===== config.mk =====
export PLATFORM = sky130hd
export DESIGN_NAME = sfpc_top
export DESIGN_NICKNAME = d
export VERILOG_FILES = /design/src/sfpc_pkg.sv /design/src/sfpc_top.sv
export SDC_FILE = /design/constraint.sdc
export NUM_CORES = 1
export LEC_CHECK = 0
export ABC_AREA = 1
export BUFFER_PORTS_ARGS = -buffer_cell sky130_fd_sc_hd__buf_2
export CORE_ASPECT_RATIO = 0.9
export CORE_MARGIN = 5
export CORE_UTILIZATION = 50
export DETAILED_ROUTE_END_ITERATION = 10
export PLACE_DENSITY = 0.83
export SLEW_MARGIN = 20
export SYNTH_ARGS = -nofsm -noshare
export SYNTH_HDL_FRONTEND = slang
export SYNTH_SLANG_ARGS = --single-unit

===== constraint.sdc =====
create_clock -name clk_sys -period 3.44 [get_ports clk_sys]
set_input_delay 0.688 -clock clk_sys [delete_from_list [all_inputs] [get_ports clk_sys]]
set_output_delay 0.688 -clock clk_sys [all_outputs]
set_load 0.01 [all_outputs]

===== src/sfpc_pkg.sv =====
// ==========================================================================
// shared constants and types of the socket force and supply control block
// ==========================================================================
package sfpc_pkg;

    // ======================================================================
    // register map
    // ======================================================================
    localparam int SFPC_ADDR_W = 8;
    localparam logic [7:0] SFPC_OFS_FORCE = 8'h0C;
    localparam logic [7:0] SFPC_OFS_CONTROL = 8'h10;
    localparam logic [7:0] SFPC_OFS_STATUS = 8'h18;

    // force register bit positions
    localparam int SFPC_FB_RETEST = 14;
    localparam int SFPC_FB_VOLT_Y = 13;
    localparam int SFPC_FB_VOLT_X = 12;
    localparam int SFPC_FB_VOLT_3 = 11;
    localparam int SFPC_FB_VOLT_5 = 10;
    localparam int SFPC_FB_INVALID = 9;
    localparam int SFPC_FB_LOST = 8;
    localparam int SFPC_FB_UNREC = 7;
    localparam int SFPC_FB_CARDBUS = 5;
    localparam int SFPC_FB_SIXTEEN = 4;
    localparam int SFPC_FB_POWER = 3;
    localparam int SFPC_FB_DETECT2 = 2;
    localparam int SFPC_FB_DETECT1 = 1;
    localparam int SFPC_FB_STATUS = 0;

    // control register layout
    localparam int SFPC_CB_POLICY = 7;
    localparam int SFPC_CB_VCC_LO = 4;
    localparam int SFPC_CB_VPP_LO = 0;
    localparam logic [31:0] SFPC_CONTROL_RESET = 32'h0000_0400;

    // supply request codes
    localparam logic [2:0] SFPC_SUP_OFF = 3'h0;
    localparam logic [2:0] SFPC_SUP_12V = 3'h1;
    localparam logic [2:0] SFPC_SUP_5V = 3'h2;
    localparam logic [2:0] SFPC_SUP_3V3 = 3'h3;
    localparam logic [2:0] SFPC_SUP_XV = 3'h4;
    localparam logic [2:0] SFPC_SUP_YV = 3'h5;

    // interrogation timing
    localparam int SFPC_PROBE_CNT_W = 16;
    localparam int SFPC_PROBE_CYCLES = 16;

    // ======================================================================
    // types
    // ======================================================================
    // card-side pins, synchronised as one vector
    typedef struct packed {
        logic detect_two;
        logic detect_one;
        logic status_change;
        logic sense_cardbus;
        logic sense_sixteen;
        logic sense_unrec;
        logic [3:0] sense_volt; // y, x, 3 V, 5 V
    } sfpc_pins_t;

    // present-state flags kept by this block
    typedef struct packed {
        logic volt_y_capable_flag;
        logic volt_x_capable_flag;
        logic three_volt_capable_flag;
        logic five_volt_capable_flag;
        logic invalid_supply_request_flag;
        logic lost_data_flag;
        logic unrecognised_card_flag;
        logic cardbus_type_flag;
        logic sixteen_bit_type_flag;
        logic socket_powered_flag;
        logic detect_two_level;
        logic detect_one_level;
        logic status_change_level;
    } sfpc_present_t;

    // values written into the socket event register
    typedef struct packed {
        logic power_event_flag;
        logic detect_two_event_flag;
        logic detect_one_event_flag;
        logic status_change_event_flag;
    } sfpc_event_t;

    typedef enum logic [0:0] {
        SFPC_IDLE,
        SFPC_PROBE
    } sfpc_phase_t;

    // complete state of the block
    typedef struct packed {
        sfpc_pins_t sync1;
        sfpc_pins_t sync2;
        sfpc_pins_t sync3;
        sfpc_pins_t live;
        logic card_in;
        sfpc_present_t present;
        logic [2:0] card_supply_request;
        logic [2:0] programming_supply_request;
        logic clock_halt_policy;
        logic auto_power_en;
        sfpc_phase_t phase;
        logic [SFPC_PROBE_CNT_W-1:0] probe_cnt;
        logic [2:0] vcc_apply;
        logic [2:0] vpp_apply;
        logic [31:0] rdata;
    } sfpc_state_t;

endpackage


===== src/sfpc_top.sv =====
// Strobed register access was decided locally.
`timescale 1ns/1ns
// Contract
// - card retest write re-interrogates card, refreshes flags, re-enables automatic power control.
// - each force-volt bit write copies its value into matching voltage capability flag.
// - writing one to any force-volt bit disables automatic power control until retest; code also re-enables it on bus reset.
// - force invalid-supply write sets invalid supply flag to written value.
// - force lost-data and unrecognised-card writes set those present flags.
// - force cardbus and sixteen-bit writes set the card type flags.
// - force power event writes power event flag; socket powered flag unchanged.
// - force detect writes set detect event flags; live detect levels unchanged.
// - force status-change write sets status event flag; live level unchanged.
// - force register bits 31..15 and 6 read zero.
// - control resets to 0000_0400h; bit 10 reads one; other reserved bits zero.
// - card supply codes: 000 off, 010 5V, 011 3.3V, 100 X.X, 101 Y.Y.
// - programming supply codes: 000 off, 001 12V, 010 5V, 011 3.3V, 100, 101.
// - with cardbus card inserted, apply only voltages the card accepts; code checks this only while automatic power control is on.
// - clock halt policy selects host-clock-run-gated or unconditional card clock stop.
// - supply fields cleared by bus reset only when power events disabled.
// - invalid supply request flag set when software requests an invalid voltage.
// - detect changes during interrogation are not reflected in live detect levels.
module sfpc_top
    import sfpc_pkg::*;
#(
    parameter int PROBE_CYCLES = SFPC_PROBE_CYCLES
) (
    input wire logic clk_sys,
    input wire logic sys_rst,
    input wire logic clk_en,
    input wire logic bus_reset,
    input wire logic pme_enable,
    input wire logic [SFPC_ADDR_W-1:0] reg_addr,
    input wire logic [31:0] reg_wdata,
    input wire logic reg_wr,
    input wire logic reg_rd,
    output logic [31:0] reg_rdata,
    input wire sfpc_pins_t card_pins,
    input wire logic host_clkrun_stopping,
    input wire logic card_idle,
    output logic card_clk_stop_req,
    output sfpc_present_t present_flags,
    output logic event_force_strobe,
    output sfpc_event_t event_force_value,
    output logic [2:0] vcc_apply,
    output logic [2:0] vpp_apply,
    output logic auto_power_en,
    output logic probe_busy
);

    // ======================================================================
    // helpers
    // ======================================================================
    // a request may be applied when its code is legal and, under automatic
    // control with a cardbus card present, the card accepts the voltage
    function automatic logic supply_ok(input logic [2:0] code, input logic is_vpp,
                                       input sfpc_present_t p, input logic auto_en);
        logic legal;
        logic accepted;
        legal = 1'b0;
        accepted = 1'b1;
        case (code)
            SFPC_SUP_OFF: legal = 1'b1;
            SFPC_SUP_12V: legal = is_vpp;
            SFPC_SUP_5V: begin
                legal = 1'b1;
                accepted = p.five_volt_capable_flag;
            end
            SFPC_SUP_3V3: begin
                legal = 1'b1;
                accepted = p.three_volt_capable_flag;
            end
            SFPC_SUP_XV: begin
                legal = 1'b1;
                accepted = p.volt_x_capable_flag;
            end
            SFPC_SUP_YV: begin
                legal = 1'b1;
                accepted = p.volt_y_capable_flag;
            end
            default: legal = 1'b0;
        endcase
        supply_ok = legal && (accepted || !auto_en || !p.cardbus_type_flag);
    endfunction

    // ======================================================================
    // state
    // ======================================================================
    // pins rest at the no-card level, so leaving reset never looks like an insertion
    localparam sfpc_pins_t PINS_IDLE = '{detect_two: 1'b1, detect_one: 1'b1, default: '0};
    localparam sfpc_state_t STATE_RESET = '{
        sync1: PINS_IDLE,
        sync2: PINS_IDLE,
        sync3: PINS_IDLE,
        live: PINS_IDLE,
        phase: SFPC_IDLE,
        card_supply_request: SFPC_SUP_OFF,
        programming_supply_request: SFPC_SUP_OFF,
        vcc_apply: SFPC_SUP_OFF,
        vpp_apply: SFPC_SUP_OFF,
        auto_power_en: 1'b1,
        default: '0
    };
    localparam logic [SFPC_PROBE_CNT_W-1:0] PROBE_LAST = SFPC_PROBE_CNT_W'(PROBE_CYCLES - 1);

    sfpc_state_t state_ff;
    sfpc_state_t nxt_state;
    logic wr_force;
    logic wr_control;
    logic retest;
    logic [3:0] force_volt;
    sfpc_pins_t agree;
    logic card_now;
    logic [31:0] control_word;
    logic [31:0] status_word;

    // bus decode
    assign wr_force = reg_wr && (reg_addr == SFPC_OFS_FORCE);
    assign wr_control = reg_wr && (reg_addr == SFPC_OFS_CONTROL);
    assign retest = wr_force && reg_wdata[SFPC_FB_RETEST];
    assign force_volt = reg_wdata[SFPC_FB_VOLT_Y:SFPC_FB_VOLT_5];

    // a pin change counts once the second and third stages agree
    assign agree = sfpc_pins_t'(~(state_ff.sync2 ^ state_ff.sync3));
    // both detect lines low means a card sits in the socket
    assign card_now = !state_ff.live.detect_one && !state_ff.live.detect_two;

    // readback words; bit 10 of control is a fixed one
    // control readback layout
    always_comb begin
        control_word = SFPC_CONTROL_RESET;
        control_word[SFPC_CB_POLICY] = state_ff.clock_halt_policy;
        control_word[SFPC_CB_VCC_LO +: 3] = state_ff.card_supply_request;
        control_word[SFPC_CB_VPP_LO +: 3] = state_ff.programming_supply_request;
    end

    // status word of applied supplies, phase and present flags
    assign status_word = {8'h00,
                          state_ff.vpp_apply,
                          state_ff.vcc_apply,
                          (state_ff.phase == SFPC_PROBE),
                          state_ff.auto_power_en,
                          3'h0,
                          state_ff.present};

    // ======================================================================
    // next-state logic
    // ======================================================================
    always_comb begin
        nxt_state = state_ff;

        // three-stage pin synchroniser with agreement filter
        nxt_state.sync1 = card_pins;
        nxt_state.sync2 = state_ff.sync1;
        nxt_state.sync3 = state_ff.sync2;
        nxt_state.live = sfpc_pins_t'((state_ff.sync3 & agree) | (state_ff.live & ~agree));
        nxt_state.card_in = card_now;

        // status-change level tracks the pin, except on a bus reset without power events
        nxt_state.present.status_change_level = state_ff.live.status_change;

        // interrogation sequencer
        case (state_ff.phase)
            SFPC_IDLE: begin
                // detect levels follow only when not probing
                nxt_state.present.detect_one_level = state_ff.live.detect_one;
                nxt_state.present.detect_two_level = state_ff.live.detect_two;
                if (retest || (card_now && !state_ff.card_in)) begin
                    nxt_state.phase = SFPC_PROBE;
                    nxt_state.probe_cnt = '0;
                end
            end
            SFPC_PROBE: begin
                if (state_ff.probe_cnt == PROBE_LAST) begin
                    // refresh presence, type and capability flags
                    nxt_state.phase = SFPC_IDLE;
                    nxt_state.present.detect_one_level = state_ff.live.detect_one;
                    nxt_state.present.detect_two_level = state_ff.live.detect_two;
                    nxt_state.present.cardbus_type_flag = state_ff.live.sense_cardbus;
                    nxt_state.present.sixteen_bit_type_flag = state_ff.live.sense_sixteen;
                    nxt_state.present.unrecognised_card_flag = state_ff.live.sense_unrec;
                    {nxt_state.present.volt_y_capable_flag,
                     nxt_state.present.volt_x_capable_flag,
                     nxt_state.present.three_volt_capable_flag,
                     nxt_state.present.five_volt_capable_flag} = state_ff.live.sense_volt;
                end else begin
                    nxt_state.probe_cnt = state_ff.probe_cnt + 1'b1;
                end
            end
            default: nxt_state.phase = SFPC_IDLE;
        endcase

        // force register writes land on the strobe edge
        if (wr_force) begin
            // copy force-volt values into capability flags
            {nxt_state.present.volt_y_capable_flag,
             nxt_state.present.volt_x_capable_flag,
             nxt_state.present.three_volt_capable_flag,
             nxt_state.present.five_volt_capable_flag} = force_volt;
            nxt_state.present.invalid_supply_request_flag = reg_wdata[SFPC_FB_INVALID];
            nxt_state.present.lost_data_flag = reg_wdata[SFPC_FB_LOST];
            nxt_state.present.unrecognised_card_flag = reg_wdata[SFPC_FB_UNREC];
            nxt_state.present.cardbus_type_flag = reg_wdata[SFPC_FB_CARDBUS];
            nxt_state.present.sixteen_bit_type_flag = reg_wdata[SFPC_FB_SIXTEEN];
            // any force-volt one drops automatic control
            if (|force_volt) begin
                nxt_state.auto_power_en = 1'b0;
            end
            // retest restores automatic control, wins over same-write force
            if (retest) begin
                nxt_state.auto_power_en = 1'b1;
            end
        end

        // control register write
        if (wr_control) begin
            nxt_state.clock_halt_policy = reg_wdata[SFPC_CB_POLICY];
            nxt_state.card_supply_request = reg_wdata[SFPC_CB_VCC_LO +: 3];
            nxt_state.programming_supply_request = reg_wdata[SFPC_CB_VPP_LO +: 3];
            if (!supply_ok(reg_wdata[SFPC_CB_VCC_LO +: 3], 1'b0, state_ff.present, state_ff.auto_power_en) ||
                !supply_ok(reg_wdata[SFPC_CB_VPP_LO +: 3], 1'b1, state_ff.present, state_ff.auto_power_en)) begin
                nxt_state.present.invalid_supply_request_flag = 1'b1;
            end
        end

        // card supply applied only for legal codes
        // and, under automatic control, only at voltages the cardbus card accepts
        nxt_state.vcc_apply = supply_ok(state_ff.card_supply_request, 1'b0, state_ff.present,
                                        state_ff.auto_power_en) ? state_ff.card_supply_request : SFPC_SUP_OFF;
        // programming supply legal codes include 12 V
        nxt_state.vpp_apply = supply_ok(state_ff.programming_supply_request, 1'b1, state_ff.present,
                                        state_ff.auto_power_en) ? state_ff.programming_supply_request
                                                                : SFPC_SUP_OFF;
        // powered flag follows the supply, never the force write
        nxt_state.present.socket_powered_flag = (state_ff.vcc_apply != SFPC_SUP_OFF);

        // read data valid in the cycle after the strobe only
        // force register reads zero
        // force bits read back as zero, nothing relies on them
        nxt_state.rdata = '0;
        if (reg_rd) begin
            if (reg_addr == SFPC_OFS_CONTROL) begin
                nxt_state.rdata = control_word;
            end else if (reg_addr == SFPC_OFS_STATUS) begin
                nxt_state.rdata = status_word;
            end else begin
                nxt_state.rdata = '0;
            end
        end

        // bus reset always clears policy and re-enables automatic control; supply fields and flags only without power events
        if (bus_reset) begin
            nxt_state.clock_halt_policy = 1'b0;
            nxt_state.auto_power_en = 1'b1;
            nxt_state.phase = SFPC_IDLE;
            nxt_state.probe_cnt = '0;
            nxt_state.rdata = '0;
            if (!pme_enable) begin
                nxt_state.card_supply_request = SFPC_SUP_OFF;
                nxt_state.programming_supply_request = SFPC_SUP_OFF;
                nxt_state.vcc_apply = SFPC_SUP_OFF;
                nxt_state.vpp_apply = SFPC_SUP_OFF;
                nxt_state.present = STATE_RESET.present;
            end
        end
    end

    // ======================================================================
    // state register
    // ======================================================================
    // global reset loads the control reset value
    always_ff @(posedge clk_sys or posedge sys_rst) begin
        if (sys_rst) begin
            state_ff <= STATE_RESET;
        end else if (clk_en) begin
            state_ff <= nxt_state;
        end
    end

    // ======================================================================
    // outputs
    // ======================================================================
    // event force is a one-cycle pulse beside the write strobe
    assign event_force_strobe = wr_force && clk_en;
    // detect events written; live levels untouched
    // status event written; live level untouched
    assign event_force_value = '{power_event_flag: reg_wdata[SFPC_FB_POWER],
                                 detect_two_event_flag: reg_wdata[SFPC_FB_DETECT2],
                                 detect_one_event_flag: reg_wdata[SFPC_FB_DETECT1],
                                 status_change_event_flag: reg_wdata[SFPC_FB_STATUS]};

    // policy one stops regardless of host clock run
    assign card_clk_stop_req = card_idle && (state_ff.clock_halt_policy || host_clkrun_stopping);

    assign reg_rdata = state_ff.rdata;
    assign present_flags = state_ff.present;
    assign vcc_apply = state_ff.vcc_apply;
    assign vpp_apply = state_ff.vpp_apply;
    assign auto_power_en = state_ff.auto_power_en;
    assign probe_busy = (state_ff.phase == SFPC_PROBE);

endmodule


==> out/metrics.cfg <==
[outcome]
outcome=finished clean

[logic_synthesis]
synth-async-reset-ratio=1.000
syn-cell-area_sq_mm=0.005470
synthesized_area_per_cell_sq_um=8.104
synth-warning-count=0
synth_cell_types=38
post-synth-top-area-fraction=0.4437
synth.yosys.seq_area_share=0.4870
synth-seq-cells=106
synth.top_cells.by_area=sky130_fd_sc_hd__dfrtp_1 44%, sky130_fd_sc_hd__nand2_1 15%, sky130_fd_sc_hd__buf_4 7.5%
synthFlopType=sky130_fd_sc_hd__dfrtp_1
post-synth-top-area-cell=sky130_fd_sc_hd__dfrtp_1
synth_edf_count=0
syn-instance-count=675

[placement]
place_congestion=0.9276
detailed_place.area_sq_mm=0.005675
place.port_buffers=87
dp_hpwl_um=8509

[cells_and_area]
layout.nets=772
stdcell_area_sq_mm=0.005964
area_growth_pct=9.035
commonest_cells_after_routing_fill_and_taps_aside=215 x sky130_fd_sc_hd__nand2_1, 97 x sky130_fd_sc_hd__dfrtp_1, 87 x sky130_fd_sc_hd__buf_2
layout.area.seq_sq_mm=0.002664
post_route_cells_drive_above_1_share=0.1925
nFillCells=944
multi_input_gate_area_in_the_final_layout_sq_mm=0.002130
final_antenna_diode_count=0
layout_commonest_cell=sky130_fd_sc_hd__nand2_1

[routing]
drtIter0Drc=371
topRoutingLayerUsed=met4
met3_length_um=734
detail_route.first_pass.iterations=5
post_drt_via_cell_ratio=5.273
drt.antenna.violating_nets=0
met2RoutedLength_um=5617
num_vias=4482
detail_route.drc_violations=0
wl_per_cell_um=13.97
wl_met1_um=5238
route.final.wire_length_um=11870

[global_route]
initial_antenna_violation_count=0
globalRouteOverflowTotal=0
track_usage=0.1902
grt_max_degree=54
grt_first_pass_wirelength_um=19980
grt_pass1_vias=4109

[critical_path]
cp_data_required_time_ns=2.75
highest_net_fanout_along_the_worst_path=17
critical_setup_path_class=in -> out
critPathCaptureType=output port
worst-endpoint-arrival_ns=1.92
worst_setup_path_start_kind=primary input

[sta]
timing.final.setup_violations=0
clock-skew-final_ns=0.008991
transition_time_at_the_pin_with_the_least_slew_margin_ns=0.7386
period_needed_ns=2.608
finalSetupTns_ns=0
drv_slew=0
max_freq_mhz=383.4
timing_hold_violations_final=0
grt_setup_unrepaired=false
maxSlewHeadroom=0.5066
post-route-period-util=0.7582

[floorplanning]
die_area_sq_mm=0.01314
coreArea_sq_mm=0.01077
io_pins=118
initial_utilization=0.5081
die_width_um=120.3
die_h_um=109.2
site_rows=36

[clock_tree]
clock_latency_at_the_later_pin_of_the_worst_skew_pair_ns=0.34
post_cts.resized_instances=0
cts.sinks=106
tritoncts.num_buffers=9
cts_setup_buffers=0
tritoncts_clock_tree=done
cts.reportedPaths.clkPinSlew_ns=0.07
cts_max_path_buffers=2
cts_hold_repair.buffers=0
clock_tree.root_cell=sky130_fd_sc_hd__clkbuf_16
htree_num_levels=3

[power]
power.static_leakage_nw=3.101
p_per_area_mw_per_mm2=449.6
ir_drop_mv=0.3617
total_power_mw=2.682

[job]
number_of_max_cap_violations=0

[worst_hold_path]
hp-class=in -> async

[critical path, stage by stage]
cell and delay [ns]:
sky130_fd_sc_hd__buf_2 0.11, sky130_fd_sc_hd__nand2_1 0.07, sky130_fd_sc_hd__nor3_2 0.25, sky130_fd_sc_hd__nand2_1 0.39
sky130_fd_sc_hd__nor2_1 0.25, sky130_fd_sc_hd__buf_2 0.16
[layer usage]
layer  up-vias  GRT usage
li1       2204          -
met1      2114     0.2531
met2       140     0.3065
met3        24    0.04357
met4         0    0.07201
met5         -          0
[worst paths after layout]
path	start	to	slack (ns)	depth (start not counted)
setup reg to reg	state_ff[38]$_DFFE_PP0P_	state_ff[50]$_DFFE_PP0P_	1.58	10
hold / removal	sys_rst	state_ff[76]$_DFFE_PP0P_	0.47	2
min in group clk_sys	state_ff[96]$_DFFE_PP1P_	state_ff[96]$_DFFE_PP1P_	0.48	2
hold reg to reg	state_ff[96]$_DFFE_PP1P_	state_ff[96]$_DFFE_PP1P_	0.48	2
max in group asynchronous	sys_rst	auto_power_en$_DFFE_PP1P_	2.30	3
setup / recovery	reg_addr[3]	event_force_strobe	0.83	6
[cell usage after synthesis, drive strengths merged (6+ instances only)]
master  instances
nand2         219
dfrtp          97
o21ai          70
buf            62
inv            54
nand3          36
nor2           32
clkbuf         15
a32o           13
nor3           13
nand4          12
a21oi          11
dfstp           9
or2             7
xor2            6
[state kept, by name, summed over array words and instances (netlist names), named ones only]
name / cells
auto_power_en: 1
control_word: 7
nxt_state: 20
present_flags: 13
probe_busy: 1
reg_rdata: 21
state_ff: 27
vcc_apply: 3
vpp_apply: 3
[stage by stage]
stage	cells	utilization	worst slack, ns	hold slack, ns
after CTS	850	0.5540	0.8497	0.4772
after global routing	850	0.5540	0.6369	0.4849
final	850	0.5540	0.8317	0.4683
after floorplan	685	-	1.433	0.4422
after detailed placement	834	0.5272	0.8535	0.4660
after global placement	834	0.5272	0.8824	0.4546
[cell families after synthesis]
group           synth area share
buf+inv                   0.1315
compound gates            0.1109
simple gates              0.2548
fa+ha+maj               0.002287
other cells            0.0006855
xor+xnor                 0.01281
flops                     0.4870
[power breakdown]
group          leakage, nW  switching, mW  internal (mW)
clock                0.139          0.441          0.564
sequential            1.40         0.0696           1.34
combinational         1.56          0.178         0.0926
[cell type report]
cell class,count,area share
Inverter,55,0.03524
Tap cell,133,0.02790
Clock buffer,11,0.03902
Multi-Input combinational cell,447,0.3570
Sequential cell,106,0.4466
Timing Repair Buffer,93,0.08475
Clock inverter,5,0.009440
(Power assumes the default switching activity.)
